## src/rtl/mtbv_pkg.sv

```systemverilog
package mtbv_pkg;
    // Division count and bus widths
    localparam int NUM_DIV = 3;
    localparam int AW = 4;
    // Register byte offsets
    localparam logic [AW-1:0] OFS_MODE = 4'h0;
    localparam logic [AW-1:0] OFS_STAT = 4'h4;
    localparam logic [AW-1:0] OFS_IRQS = 4'h8;
    localparam logic [AW-1:0] OFS_IRQM = 4'hC;
    // Event bit positions in status and mask
    localparam int EV_ACT = 0;
    localparam int EV_MAINT = 1;
    localparam int EV_LANE = 2;
    localparam int NUM_EV = 3;
    // Values after reset
    localparam logic [NUM_EV-1:0] RST_IRQM = 3'h0;
    // Bus responses
    localparam logic [1:0] RESP_OKAY = 2'h0;
    localparam logic [1:0] RESP_SLVERR = 2'h2;
endpackage

```

## src/rtl/mtbv_voter.sv

```systemverilog
// Design decisions made here: the address map and the AXI4-Lite slave port.
`timescale 1ns/1ps
// Notes on behaviour
// RQ1: Each division's trip/bypass switch feeds only that division's voting logic.
// RQ2: Function modules report out-of-service position and partial trips continuously.
// RQ3: In operate with a healthy module, trip/bypass switch is ignored.
// RQ4: Out of service plus trip forces every partial trip to tripped.
// RQ5: Out of service plus bypass forces every partial trip to not tripped.
// RQ6: Two-out-of-three functions actuate when two divisions are tripped.
// RQ7: One-out-of-two functions actuate on one tripped input.
// RQ8: Manual actuation cannot be bypassed and equals automatic priority.
// RQ9: Manual pushbuttons go straight to priority logic, not through voting.
// RQ10: Safety actuation outranks plant control system nonsafety signals.
// RQ11: Out-of-service module in either switch position marks channels inoperable.
// RQ12: Voting lanes check each other and flag a disagreeing lane.
// RQ13: Interface stage actuates when two of three voting lanes demand.
// RQ14: A failed voting lane is read as a trip demand.
// RQ15: With nonsafety enable off, nonsafety controls have no effect.
// RQ16: Actuation stays latched until deliberate operator reset.
// RQ17: Switch forcing is re-evaluated every cycle.
module mtbv_voter
    import mtbv_pkg::*;
#(
    parameter int NF = 4
) (
    input wire logic aclk, // 100 MHz clock
    input wire logic aresetn, // Sync reset, active low
    input wire logic [AW-1:0] s_axi_awaddr, // Write address
    input wire logic s_axi_awvalid, // Write address valid
    output logic s_axi_awready, // Write address ready
    input wire logic [31:0] s_axi_wdata, // Write data
    input wire logic [3:0] s_axi_wstrb, // Byte strobes
    input wire logic s_axi_wvalid, // Write data valid
    output logic s_axi_wready, // Write data ready
    output logic [1:0] s_axi_bresp, // Write response
    output logic s_axi_bvalid, // Write response valid
    input wire logic s_axi_bready, // Write response ready
    input wire logic [AW-1:0] s_axi_araddr, // Read address
    input wire logic s_axi_arvalid, // Read address valid
    output logic s_axi_arready, // Read address ready
    output logic [31:0] s_axi_rdata, // Read data
    output logic [1:0] s_axi_rresp, // Read response
    output logic s_axi_rvalid, // Read data valid
    input wire logic s_axi_rready, // Read data ready
    input wire logic [NUM_DIV-1:0][NF-1:0] partial_trip, // Per division
    input wire logic [NUM_DIV-1:0] out_of_service_switch, // 1 = out of service
    input wire logic [NUM_DIV-1:0] trip_bypass_sw, // From input module, 1 = trip
    input wire logic [NUM_DIV-1:0] module_healthy, // Function module healthy
    input wire logic [NUM_DIV-1:0] lane_fail, // Voting lane self-test failed
    input wire logic [NF-1:0] manual_act, // Manual pushbuttons
    input wire logic enable_nonsafety, // Nonsafety enable switch
    input wire logic [NF-1:0] nonsafety_ctl, // Plant control system commands
    input wire logic operator_reset, // Deliberate reset pushbutton
    output logic [NF-1:0] actuate, // To actuated equipment
    output logic [NUM_DIV-1:0] chan_inop, // Channels inoperable
    output logic irq // Level interrupt
);
    logic [NUM_DIV-1:0][NF-1:0] eff_pt, next_eff_pt;
    logic [NUM_DIV-1:0][NF-1:0] lane_q, next_lane_q;
    logic [NF-1:0] lat, next_lat;
    logic [NF-1:0] next_actuate;
    logic [NUM_DIV-1:0] next_chan_inop;
    logic [NF-1:0] mode, next_mode;
    logic [NUM_EV-1:0] irq_stat, next_irq_stat;
    logic [NUM_EV-1:0] irq_mask, next_irq_mask;
    logic next_irq;
    logic [NF-1:0] vote;
    logic [NUM_EV-1:0] ev;
    logic lane_err;

    // Switch forcing per division, redone every cycle
    always_comb begin
        for (int d = 0; d < NUM_DIV; d++) begin
            // RQ4 RQ5 RQ1 forcing from own switch
            if (out_of_service_switch[d]) begin
                next_eff_pt[d] = trip_bypass_sw[d] ? {NF{1'b1}} : {NF{1'b0}};
            end else if (!module_healthy[d]) begin
                // Failed module drives its trips safe-side
                next_eff_pt[d] = {NF{1'b1}};
            end else begin
                // RQ3 switch ignored in operate
                next_eff_pt[d] = partial_trip[d];
            end
            // RQ11 channels inoperable
            next_chan_inop[d] = out_of_service_switch[d];
        end
    end

    // Coincidence vote, copied into three lanes
    always_comb begin
        for (int f = 0; f < NF; f++) begin
            // RQ7 one out of two on divisions 0 and 1
            if (mode[f]) begin
                vote[f] = eff_pt[0][f] | eff_pt[1][f];
            end else begin
                // RQ6 two out of three
                vote[f] = (eff_pt[0][f] & eff_pt[1][f]) | (eff_pt[0][f] & eff_pt[2][f])
                    | (eff_pt[1][f] & eff_pt[2][f]);
            end
        end
        for (int l = 0; l < NUM_DIV; l++) begin
            // RQ14 failed lane reads as trip
            next_lane_q[l] = lane_fail[l] ? {NF{1'b1}} : vote;
        end
    end

    // Interface stage, latch and priority
    always_comb begin
        lane_err = 1'b0;
        for (int f = 0; f < NF; f++) begin
            // RQ13 two of three lanes
            next_lat[f] = (lane_q[0][f] & lane_q[1][f]) | (lane_q[0][f] & lane_q[2][f])
                | (lane_q[1][f] & lane_q[2][f]);
            // RQ16 hold until operator reset; new demand wins
            next_lat[f] = next_lat[f] | manual_act[f] | (lat[f] & ~operator_reset);
            // RQ8 RQ9 RQ10 RQ15 safety first, nonsafety gated
            next_actuate[f] = next_lat[f] | manual_act[f] | (enable_nonsafety & nonsafety_ctl[f]);
        end
        // RQ12 lane cross-check
        for (int l = 1; l < NUM_DIV; l++) begin
            lane_err = lane_err | (lane_q[l] != lane_q[0]);
        end
    end

    // Pipeline and output registers
    always_ff @(posedge aclk) begin
        if (!aresetn) begin
            eff_pt <= '0;
            lane_q <= '0;
            lat <= '0;
            actuate <= '0;
            chan_inop <= '0;
        end else begin
            // RQ17 re-evaluated every cycle
            eff_pt <= next_eff_pt;
            lane_q <= next_lane_q;
            lat <= next_lat;
            actuate <= next_actuate;
            chan_inop <= next_chan_inop;
        end
    end

    // Bus slave state
    logic aw_held, next_aw_held, w_held, next_w_held;
    logic [AW-1:0] aw_addr, next_aw_addr;
    logic [31:0] w_data, next_w_data;
    logic [3:0] w_strb, next_w_strb;
    logic next_bvalid, next_rvalid;
    logic [1:0] next_bresp, next_rresp;
    logic [31:0] next_rdata;
    logic do_wr;

    // Events: new latch, maintenance forcing, lane fault
    assign ev[EV_ACT] = |(next_lat & ~lat);
    assign ev[EV_MAINT] = |out_of_service_switch;
    assign ev[EV_LANE] = lane_err | (|lane_fail);

    // Bus decode, register writes and reads
    always_comb begin
        next_aw_held = aw_held;
        next_aw_addr = aw_addr;
        next_w_held = w_held;
        next_w_data = w_data;
        next_w_strb = w_strb;
        next_bvalid = s_axi_bvalid;
        next_bresp = s_axi_bresp;
        next_rvalid = s_axi_rvalid;
        next_rresp = s_axi_rresp;
        next_rdata = s_axi_rdata;
        next_mode = mode;
        next_irq_mask = irq_mask;
        next_irq_stat = irq_stat;
        if (s_axi_awvalid && s_axi_awready) begin
            next_aw_held = 1'b1;
            next_aw_addr = s_axi_awaddr;
        end
        if (s_axi_wvalid && s_axi_wready) begin
            next_w_held = 1'b1;
            next_w_data = s_axi_wdata;
            next_w_strb = s_axi_wstrb;
        end
        do_wr = aw_held && w_held && !s_axi_bvalid;
        if (do_wr) begin
            next_aw_held = 1'b0;
            next_w_held = 1'b0;
            next_bvalid = 1'b1;
            next_bresp = RESP_OKAY;
            case (aw_addr)
                OFS_MODE: begin
                    if (w_strb[0]) begin
                        next_mode = w_data[NF-1:0];
                    end
                end
                OFS_IRQS: begin
                    if (w_strb[0]) begin
                        next_irq_stat = irq_stat & ~w_data[NUM_EV-1:0];
                    end
                end
                OFS_IRQM: begin
                    if (w_strb[0]) begin
                        next_irq_mask = w_data[NUM_EV-1:0];
                    end
                end
                OFS_STAT: next_bresp = RESP_OKAY; // Read only, write ignored
                default: next_bresp = RESP_SLVERR;
            endcase
        end else if (s_axi_bvalid && s_axi_bready) begin
            next_bvalid = 1'b0;
        end
        // Set wins over a same-cycle clear
        next_irq_stat = next_irq_stat | ev;
        if (s_axi_arvalid && s_axi_arready) begin
            next_rvalid = 1'b1;
            next_rresp = RESP_OKAY;
            next_rdata = 32'h0;
            case (s_axi_araddr)
                OFS_MODE: next_rdata[NF-1:0] = mode;
                OFS_STAT: next_rdata[NF+NUM_DIV-1:0] = {chan_inop, lat};
                OFS_IRQS: next_rdata[NUM_EV-1:0] = irq_stat;
                OFS_IRQM: next_rdata[NUM_EV-1:0] = irq_mask;
                default: next_rresp = RESP_SLVERR;
            endcase
        end else if (s_axi_rvalid && s_axi_rready) begin
            next_rvalid = 1'b0;
        end
        next_irq = |(next_irq_stat & next_irq_mask);
    end

    // Bus registers; ready flags drop while a word is parked
    always_ff @(posedge aclk) begin
        if (!aresetn) begin
            aw_held <= 1'b0;
            aw_addr <= '0;
            w_held <= 1'b0;
            w_data <= 32'h0;
            w_strb <= 4'h0;
            s_axi_awready <= 1'b0;
            s_axi_wready <= 1'b0;
            s_axi_arready <= 1'b0;
            s_axi_bvalid <= 1'b0;
            s_axi_bresp <= RESP_OKAY;
            s_axi_rvalid <= 1'b0;
            s_axi_rresp <= RESP_OKAY;
            s_axi_rdata <= 32'h0;
            mode <= '0;
            irq_mask <= RST_IRQM;
            irq_stat <= '0;
            irq <= 1'b0;
        end else begin
            aw_held <= next_aw_held;
            aw_addr <= next_aw_addr;
            w_held <= next_w_held;
            w_data <= next_w_data;
            w_strb <= next_w_strb;
            s_axi_awready <= !next_aw_held && !next_bvalid;
            s_axi_wready <= !next_w_held && !next_bvalid;
            s_axi_arready <= !next_rvalid && !(s_axi_arvalid && s_axi_arready);
            s_axi_bvalid <= next_bvalid;
            s_axi_bresp <= next_bresp;
            s_axi_rvalid <= next_rvalid;
            s_axi_rresp <= next_rresp;
            s_axi_rdata <= next_rdata;
            mode <= next_mode;
            irq_mask <= next_irq_mask;
            irq_stat <= next_irq_stat;
            irq <= next_irq;
        end
    end
endmodule

```

## config.mk

```make
export PLATFORM = sky130hd
export DESIGN_NAME = mtbv_voter
export DESIGN_NICKNAME = d
export VERILOG_FILES = /design/src/rtl/mtbv_pkg.sv /design/src/rtl/mtbv_voter.sv
export SDC_FILE = /design/constraint.sdc
export NUM_CORES = 1
export LEC_CHECK = 0
export BUFFER_PORTS_ARGS = -buffer_cell sky130_fd_sc_hd__buf_2
export CAP_MARGIN = 20
export CORE_UTILIZATION = 35
export DETAILED_ROUTE_END_ITERATION = 7
export PLACE_DENSITY_LB_ADDON = 0.2
export SETUP_SLACK_MARGIN = 0.4
export SLEW_MARGIN = 20
export SYNTH_ARGS = -nofsm -noshare
export SYNTH_HDL_FRONTEND = slang
export SYNTH_SLANG_ARGS = --single-unit
```

## constraint.sdc

```tcl
create_clock -name aclk -period 2 [get_ports aclk]
set_input_delay 0.4 -clock aclk [delete_from_list [all_inputs] [get_ports aclk]]
set_output_delay 0.4 -clock aclk [all_outputs]
set_load 0.02 [all_outputs]
```

== Word level (Yosys, flattened, before mapping) ==
Index checks and enable logic that the tools add are counted.

* Register bits after elaboration: 73
* Input port bits: 85

* Eq/ne operators: 8
* Muxes and demuxes: 35
* Bitwise logic cells: 77
* Reductions and logical operators: 25

{| class="wikitable"
|+ Operators by type and width
! cell !! count
|-
| 4-bit 2-to-1 mux || 12
|-
| 1-bit OR || 38
|-
| 1-bit bitwise AND || 32
|-
| 3-bit 2-to-1 mux || 7
|-
| 4-bit equality test, second input constant || 4
|-
| 1-bit 2-to-1 mux || 12
|-
| 3-bit one-hot mux with 4 select lines || 1
|-
| 4-bit OR reduction || 3
|-
| 1-bit logical AND || 10
|-
| 3-bit OR reduction || 3
|-
| 4-bit by 3-bit equality test with 1-bit output, second input constant || 2
|-
| 4-bit zero test || 2
|-
| 4-bit inequality test || 2
|-
| 3-bit bitwise AND || 2
|-
| 1-bit zero test || 6
|-
| 4-bit bitwise AND || 1
|-
| 2-bit 2-to-1 mux || 2
|-
| 4-bit inverter || 1
|-
| 3-bit inverter || 1
|-
| 3-bit OR || 1
|-
| 3-bit AND reduction || 1
|-
| 1-bit one-hot mux with 2 select lines || 1
|-
| 1-bit inverter || 1
|}

== Longest topological paths before layout ==
Gate-level depths: netlist of the first run.

* Word-level depth: 10
* Gate-level depth with buffers: 5

== Least setup slack after synthesis of the first run ==
Ideal clock, no wire load.

* Path kind: register -> register
* Start point: reg lane_q[2] (netlist name)
* End point: reg irq
* Setup time: 0.133 ns
* Arrival time: 1.346 ns
* Slack: 0.520 ns
* Stages on the path, launching flop included: 6
* Buffers on the path: 0
* Period minus slack after synthesis: 1.480 ns
* Cell sequence: dfxtp_1 ha_1 a2111oi_0 o22ai_1 nor4_2 o311ai_1

* Cells in the longest elaborated chain, start to end: 10
* Elaborated cells on any way between the ends: 15
* Classes of those cells: eq/ne: 2; bitwise: 11; reduce/logical: 2

{| class="wikitable"
|+ Ends and longest elaborated chain
! item !! line !! text
|-
| start: declaration || mtbv_voter.sv:59 || <nowiki>logic [NUM_DIV-1:0][NF-1:0] lane_q, next_lane_q;</nowiki>
|-
| start signal: assignment || mtbv_voter.sv:136 || <nowiki>lane_q <= next_lane_q;</nowiki>
|-
| 1-bit bitwise AND || mtbv_voter.sv:112 || <nowiki>next_lat[f] = (lane_q[0][f] & lane_q[1][f]) | (lane_q[0][f] & lane_q[2][f])</nowiki>
|-
| 1-bit OR || mtbv_voter.sv:112 ||
|-
| 1-bit OR || mtbv_voter.sv:113 || <nowiki>| (lane_q[1][f] & lane_q[2][f]);</nowiki>
|-
| 1-bit OR (2 in series) || mtbv_voter.sv:115 || <nowiki>next_lat[f] = next_lat[f] | manual_act[f] | (lat[f] & ~operator_reset);</nowiki>
|-
| 4-bit bitwise AND || mtbv_voter.sv:154 || <nowiki>assign ev[EV_ACT] = |(next_lat & ~lat);</nowiki>
|-
| 4-bit OR reduction || mtbv_voter.sv:154 ||
|-
| 3-bit OR * || mtbv_voter.sv:211 || <nowiki>next_irq_stat = next_irq_stat | ev;</nowiki>
|-
| 3-bit bitwise AND * || mtbv_voter.sv:226 || <nowiki>next_irq = |(next_irq_stat & next_irq_mask);</nowiki>
|-
| 3-bit OR reduction * || mtbv_voter.sv:226 ||
|-
| end signal: assignment || mtbv_voter.sv:266 || <nowiki>irq <= next_irq;</nowiki>
|-
| end: declaration || mtbv_voter.sv:56 || <nowiki>output logic irq</nowiki>
|}

Every way passes the cells marked *; elsewhere a longest branch is shown, timed or not.
A chain may end at the register's enable or synchronous reset.

== Worst setup path in the final report of the first run ==
* Start point: reg lane_q[1] (netlist name)
* End point: reg irq

The elaborated chain is that of the path after synthesis.

==> results of run 1 <==
==> report_power, final <==
group | total (mW) | internal, mW | switching, mW
logic | 0.414 | 0.174 | 0.240
clock network | 1.02 | 0.515 | 0.510
registers | 1.56 | 1.50 | 0.0627
==> critical path, delay by kind of cell, from the launching register on <==
| family | cells | cell delay [ps] |
|---|---|---|
| simple gates | 1 | 180 |
| compound gates | 3 | 500 |
| fa+ha+maj | 1 | 160 |
| flops | 1 | 370 |
| buf+inv | 1 | 190 |
==> through the flow <==
stage                     power, mW  cells  hold slack (ps)
after CTS                     2.981    506            253.5
after detailed placement      1.955    490            445.6
after global placement        1.949    490            446.1
after global routing          3.132    508            255.2
final                         2.999    508            252.7
after floorplan               1.842    341            435.7
==> state kept, by name (all words and copies together), names as in the netlist, 3 cells and up <==
name / count
aw_addr: 4
eff_pt: 12
irq_mask: 3
lat: 4
w_data: 4
irq_stat: 3
s_axi_rdata: 7
lane_q: 12
mode: 4
chan_inop: 3
actuate: 4
==> what timing repair did <==
action,CTS,global route
gates cloned,0,0
gates resized for setup,12,19
setup endpoints to repair,4,2
hold buffers,0,0
pin swaps,3,7
buffers inserted,0,2
==> worst paths after layout <==
path	slack, ps	startpoint	depth (start not counted)	endpoint
max	460	lane_q[1]	6	irq
min	250	partial_trip[2]	2	eff_pt[2]
max reg2reg	460	lane_q[1]	6	irq
min reg2reg	450	s_axi_rdata[3]	2	s_axi_rdata[3]
==> Yosys cell counts (2+ instances only) <==
cell and count:
dfxtp_1 71, nor2_1 47, buf_4 27, nand2_1 25
a21oi_1 22, o21a_1 14, nand3_1 12, inv_1 10
ha_1 8, a22oi_1 6, and2_1 6, mux2i_1 6
nand2b_1 6, nor3_1 6, and3_1 5, clkbuf_1 5
o22ai_1 5, a31oi_1 4, nor4_1 4, a2111oi_0 3
mux4_2 3, o21ai_1 3, a21boi_1 2, nand3b_1 2
o221ai_1 2
==> layer usage <==
metal	routed length, um	GRT usage [%]	vias to the layer above	part of all wire [%]
met1	3064	20.45	1087	47
met4	106	7.692	0	1.6
met3	377	4.228	10	5.8
met5	0	0	-	0
met2	2988	25.92	85	46
li1	-	-	1222	-
==> cell families after synthesis <==
kind of cell	synth area share (%)
AND/OR/NAND/NOR	19.96
multiplexers	4.387
AO/OA/AOI/OAI	14.02
buffers and inverters	9.204
adder cells (fa/ha/maj)	3.441
other	0.1289
flip-flops	48.86
==> final cells by class <==
cell class | instances | area [um2]
clock inverter | 3 | 17.52
inverter | 10 | 37.54
tap | 102 | 127.6
multi-input combinational | 226 | 1446
sequential | 71 | 1433
timing repair buffer | 83 | 435.4
fill | 805 | 4232
clock buffer | 13 | 158.9
==> impl_metrics.tcl, run 1 <==
set metrics [dict create \
    synth_area_leader_cell "dfxtp_1" \
    cts_tree "done" \
    clk_pin_slew_ps 80 \
    cp.arrival_ps 1750 \
    clockBufferDepth 2 \
    setup_slack_ps 459.0 \
    slew_viol_final 0 \
    ios 134 \
    start_kind "flip-flop" \
    hold_violations 0 \
    slew_headroom_pct 59.11 \
    diodes 0 \
    p_per_area_nw_per_um2 820.2 \
    grt_pass1_vias 2252 \
    grt_use_total_pct 16.26 \
    synth_cell_types 36 \
    layout_min_cycle_time_ps 1541 \
    placed_area_um2 3324 \
    drive_gt1_share_pct 30.30 \
    finClkSkew_ps 9.243 \
    nets 494 \
    post_drt_via_cell_ratio 4.732 \
    worst_pin_slew_ps 607.8 \
    h-tree-depth 3 \
    antenna_found_initial 0 \
    layout_commonest_cell "buf_2" \
    synth-seq-cells 71 \
    synth_ff_type "dfxtp_1" \
    core_um2 7888 \
    outcome "finished, final reports clean" \
    grt_start_max_net_pins 16 \
    worstSetupPathType "reg -> reg" \
    yosys_warnings 0 \
    drc_errors 0 \
    synth_top_area_share_pct 48.86 \
    dp_hpwl_um 4940 \
    crit_fanout 2 \
    rsz0062_at_grt "true" \
    die_area_um2 8680 \
    final_util_pct 46.35 \
    design_area_um2 3656 \
    std_cell_rows 32 \
    setup_viol 0 \
    die-width_um 93.17 \
    gp_congestion 0.7434 \
    hold_class "in -> reg" \
    ant_nets 0 \
    netlist_instances 315 \
    grt.overflow.total 0 \
    cap_violations 0 \
    drtIter0Drc 82 \
    synth-edff-count 0 \
    leakage_nw 1.656 \
    slowest_delay_ps 370 \
    crit_required_ps 2210 \
    grt_pass1_wl_um 10640 \
    insertion_delay_ps 350 \
    port_buffers 75 \
    syn2layout_area_growth_pct 25.68 \
    cts_root_buf "clkbuf_8" \
    cts-buffers-inserted 9 \
    maxClockFrequency_ghz 0.6489 \
    clock-sinks 71 \
    drtPass1Iterations 4 \
    pre_cts_ws_ps 138.5 \
    ir_drop_mv 0.2698 \
    route.detailed.wl_per_inst_um 12.87 \
    cp_cell_sequence "ha_4 -> a2111oi_4 -> buf_4 -> o22ai_4 -> nor4_4 -> o311ai_2" \
    synthArstFlopShare_pct 0 \
    layout_common_cells "buf_2 (75), dfxtp_1 (64), nor2_1 (47)" \
    vias 2404 \
    synthTopCellsByArea "dfxtp_1 (49%), buf_4 (7.0%), nor2_1 (6.1%)" \
    start_util_pct 36.88 \
    yosysSeqAreaShare_pct 48.86 \
    setup_tns_ps 0 \
    setup.worst_path.end_class "flip-flop" \
    routed_wl_um 6536 \
    syn_avg_cell_area_um2 9.235 \
    crit_slowest_cell "dfxtp_4" \
    syn-cell-area_um2 2909 \
    fin_crit_sh_pct 77.05 \
    die-height_um 93.17 \
]
Note: power is estimated with default switching activity, not from simulation.
==> run 2, diff against run 1 <==
- clock period: 2 -> 1.54 ns (I/O delays scaled with it)
==> run 2 against run 1 <==
  * The run now ends with negative setup slack left
  * Critical path depth decreased by 1
  * Combinational power increased by 55%
  * Total power increased by 38%
  * Worst setup slack got worse by 490 ps
  * Hold slack got worse by 83 ps
  * Sequential share of layout area decreased by 3.1 points
  * Largest power group unchanged
==> impl_metrics.tcl, run 2 (same netlist as run 1, synthesis figures left out) <==
set metrics [dict create \
    final_util_pct 52.16 \
    holdBufCountCts 0 \
    r2r_start "lane_q[2]" \
    drtPass1Iterations 4 \
    syn2layout_area_growth_pct 41.42 \
    die-height_um 93.17 \
    grt_pass1_wl_um 10650 \
    layout_common_cells "buf_2 (54), nor2_1 (47), dfxtp_1 (35)" \
    grt_pass1_vias 2262 \
    power_frac_seq_pct 49.4 \
    hold_class "in -> reg" \
    cts_root_buf "clkbuf_8" \
    std_cell_rows 32 \
    setup_viol 1 \
    setup_slack_ps -27.68 \
    h-tree-depth 3 \
    gp_congestion 0.7645 \
    reg2reg_to "irq" \
    diodes 0 \
    grt_use_total_pct 16.43 \
    rsz0062_at_grt "true" \
    power_switching_mw 1.088 \
    cp.arrival_ps 1780 \
    crit_required_ps 1750 \
    fin_crit_sh_pct 101.8 \
    maxClockFrequency_ghz 0.6379 \
    drtIter0Drc 87 \
    post_drt_via_cell_ratio 4.666 \
    drc_errors 0 \
    nets 510 \
    cap_violations 0 \
    routed_wl_um 6999 \
    route.detailed.wl_per_inst_um 13.36 \
    min_to "eff_pt[1]" \
    pre_cts_ws_ps -15.40 \
    power.internal_mw 3.036 \
    vias 2445 \
    power_frac_comb_pct 15.6 \
    ios 134 \
    clkPwrFrac_pct 35.1 \
    finClkSkew_ps 8.278 \
    grt_start_max_net_pins 17 \
    drive_gt1_share_pct 42.42 \
    grt.overflow.total 0 \
    leakage_nw 1.792 \
    crit_fanout 2 \
    dp_hpwl_um 5134 \
    worstSetupPathType "reg -> reg" \
    clk_pin_slew_ps 70 \
    antenna_found_initial 0 \
    hold_depth 2 \
    die_area_um2 8680 \
    ir_drop_mv 0.5518 \
    layout_commonest_cell "buf_2" \
    setup.worst_path.end_class "flip-flop" \
    core_um2 7888 \
    instances_no_fill 524 \
    cts_tree "done" \
    die-width_um 93.17 \
    swShare_pct 26.37 \
    clockBufferDepth 2 \
    rrSetupSlack_ps -30 \
    violations "negative setup slack" \
    start_util_pct 36.88 \
    reg2reg_depth 5 \
    clock-sinks 71 \
    cts-buffers-inserted 9 \
    reg_top3 "eff_pt (12), lane_q (12), s_axi_rdata (7)" \
    placedCellCount 497 \
    p_per_area_nw_per_um2 1002 \
    hold_violations 0 \
    outcome "finished, violations left" \
    slew_viol_final 0 \
    layout_min_cycle_time_ps 1568 \
    hold_path.startpoint "partial_trip[1]" \
    port_buffers 75 \
    start_kind "flip-flop" \
    ant_nets 0 \
    insertion_delay_ps 350 \
]
run 2: how the worst max path moves through the flow:
stage,slack (ps),start,endpoint,depth (start not counted)
after floorplan,180,s_axi_bvalid,irq,5
after global placement,-10,lane_q[2],irq,5
after detailed placement,-20,lane_q[2],irq,5
after CTS,-20,lane_q[2],irq,5
after global routing,-120,lane_q[2],irq,5
final,-30,lane_q[2],irq,5
run 2: final cells by class:
cell class / count / area [um2]
clock buffer: 13 / 148.9
clock inverter: 3 / 42.54
fill: 745 / 3774
inverter: 10 / 37.54
multi-input combinational: 226 / 1579
sequential: 71 / 1484
tap: 102 / 127.6
timing repair buffer: 99 / 694.4
run 2: per-stage QoR:
stage               TNS, ps  power, mW  cell area [um2]  hold slack [ps]
finish               -27.68      4.124             4114            169.4
floorplan                 0      2.433             3122            428.5
global placement     -10.08      2.590             3490            444.9
detailed placement   -15.40      2.599             3490            447.1
CTS                  -24.44      4.092             3911            157.6
global route         -166.4      4.316             4114            154.8
run 2: layer usage:
layer / GRT usage (%) / part of all wire, % / up-vias
met5: 0 / 0 / -
li1: - / - / 1254
met2: 27.70 / 50 / 69
met4: 6.667 / 1.2 / 0
met1: 18.92 / 43 / 1113
met3: 5.772 / 5.2 / 9
run 2: critical path, stage by stage (launching register included):
cell and delay [ps]:
dfxtp_2 340, ha_4 160, a2111oi_4 370, o22ai_1 160, nor4_2 250, o311ai_1 150
run 2: timing repair:
| item | in CTS | in global routing |
|---|---|---|
| setup buffers | 5 | 6 |
| endpoints found under the hold margin | 0 | 0 |
| pin swaps | 15 | 12 |
| resized for setup | 69 | 39 |
| endpoints found under the setup margin | 38 | 42 |
run 2: power by group through the flow:
stage / logic [mW] / clock network (mW) / registers, mW
floorplan: 0.348 / 0 / 2.08
global placement: 0.526 / 0 / 2.06
detailed placement: 0.533 / 0 / 2.07
CTS: 0.585 / 1.48 / 2.03
global route: 0.704 / 1.57 / 2.05
finish: 0.642 / 1.45 / 2.04
==> run 3, diff against run 2 <==
- clock period: 1.54 -> 1.28 ns (I/O delays scaled with it)
==> run 3 against run 2 <==
  * The run still ends with negative setup slack left
  * Critical endpoint unchanged
  * Highest routed layer unchanged
  * Critical path depth did not move
  * Sequential share of layout area fell by 3.4 points
  * Flip-flop and latch count did not move
  * Total power rose by 20%
==> impl_metrics.tcl, run 3 (same netlist as run 1, synthesis figures left out) <==
set metrics [dict create \
    outcome "finished, violations left" \
    violations "negative setup slack" \
    instances_no_fill 551 \
    rsz0062_at_grt "true" \
    setup.worst_path.end_class "flip-flop" \
    p_per_area_nw_per_um2 1085 \
    drtIter0Drc 74 \
    antenna_found_initial 0 \
    vias 2669 \
    grt_start_max_net_pins 32 \
    core_um2 7888 \
    clock-sinks 71 \
    regArea_um2 1493 \
    drtPass1Iterations 4 \
    routed_wl_um 7652 \
    setup_slack_ps -198.9 \
    h-tree-depth 3 \
    start_util_pct 36.88 \
    hold_class "in -> reg" \
    gp_congestion 0.7976 \
    crit_required_ps 1490 \
    placedCellCount 515 \
    maxClockFrequency_ghz 0.6762 \
    hold_depth 2 \
    layout_commonest_cell "buf_2" \
    route.detailed.wl_per_inst_um 13.89 \
    diodes 0 \
    start_kind "flip-flop" \
    layout_min_cycle_time_ps 1479 \
    dp_hpwl_um 5465 \
    grt_pass1_wl_um 11390 \
    pre_cts_ws_ps -246.0 \
    drc_errors 0 \
    clk_pin_slew_ps 70 \
    hold_violations 0 \
    die-height_um 93.17 \
    design_area_um2 4573 \
    die-width_um 93.17 \
    grt_pass1_vias 2460 \
    drive_gt1_share_pct 54.57 \
    nets 537 \
    layout_common_cells "buf_2 (53), nor2_1 (42), buf_6 (41)" \
    leakage_nw 1.972 \
    cts_root_buf "clkbuf_8" \
    clockBufferDepth 2 \
    worstSetupPathType "reg -> reg" \
    placed_area_um2 3679 \
    finClkSkew_ps 13.78 \
    insertion_delay_ps 350 \
    reg_top3 "eff_pt (12), lane_q (12), s_axi_rdata (7)" \
    cp.arrival_ps 1690 \
    slew_viol_final 0 \
    reg2reg_depth 5 \
    fill_cells 698 \
    cts-buffers-inserted 9 \
    post_drt_via_cell_ratio 4.844 \
    cap_violations 0 \
    grt.overflow.total 0 \
    ios 134 \
    syn2layout_area_growth_pct 57.20 \
    crit_fanout 2 \
    std_cell_rows 32 \
    grt_use_total_pct 17.18 \
    cts_tree "done" \
    ir_drop_mv 0.5236 \
    ant_nets 0 \
    port_buffers 75 \
    die_area_um2 8680 \
    fin_crit_sh_pct 115.5 \
    setup_viol 11 \
    multi_input_area_um2 1774 \
]
==> run 3: cell count changes in the layout (fill, tap and decap cells not counted), sizes merged <==
| cell | change |
|---|---|
| buf | +27 |
| clkinvlp | -1 |
| clkbuf | +2 |
| bufinv | -1 |
==> run 3: layout make-up <==
cell class	instances	share of cell area (%)
Tap cell	102	2.791
Clock inverter	1	0.1094
Sequential cell	71	32.64
Multi-Input combinational cell	226	38.80
Timing Repair Buffer	126	21.42
Inverter	10	0.8208
Clock buffer	15	3.420
==> run 3: report_power, final <==
group          leakage, nW  internal, mW  switching, mW
combinational         1.29         0.466          0.486
sequential           0.603          2.35          0.107
clock               0.0817         0.759          0.792
total                 1.97          3.57           1.39
==> run 3: worst max-delay path, cell delays in order, from the launching register on <==
cell	delay, ps
dfxtp_2	350
ha_4	160
a2111oi_4	330
nor2_1	90
nor4_2	290
o311ai_1	140
==> run 3: per-stage QoR <==
step	setup TNS [ps]	hold slack, ps	total power, mW	utilization, %
floorplan	-75.74	376.5	2.940	-
global placement	-805.1	442.4	3.180	46.64
detailed placement	-840.0	451.6	3.189	46.64
CTS	-1158	116.4	4.828	53.32
global route	-2038	125.5	5.170	57.98
finish	-1020	130.7	4.960	57.98
==> run 3: final timing paths <==
path	start	slack [ps]	endpoint
max	lane_q[7]	-200	irq
min	partial_trip[6]	130	eff_pt[6]
max reg2reg	lane_q[7]	-200	irq
min reg2reg	w_data[3]	460	w_data[3]
==> run 3: repair_timing <==
item,4_1_cts,5_1_grt
hold buffers,0,0
gates resized for setup,94,74
pin swaps,11,24
setup endpoints to repair,53,76
setup buffers,12,8
==> run 3: metal layers <==
layer	global-route usage, %	up-vias	share of wire (%)
met5	0	-	0
met4	6.923	0	0.97
met3	3.415	13	4.6
met2	28.92	85	51
met1	21.47	1265	44
li1	-	1306	-
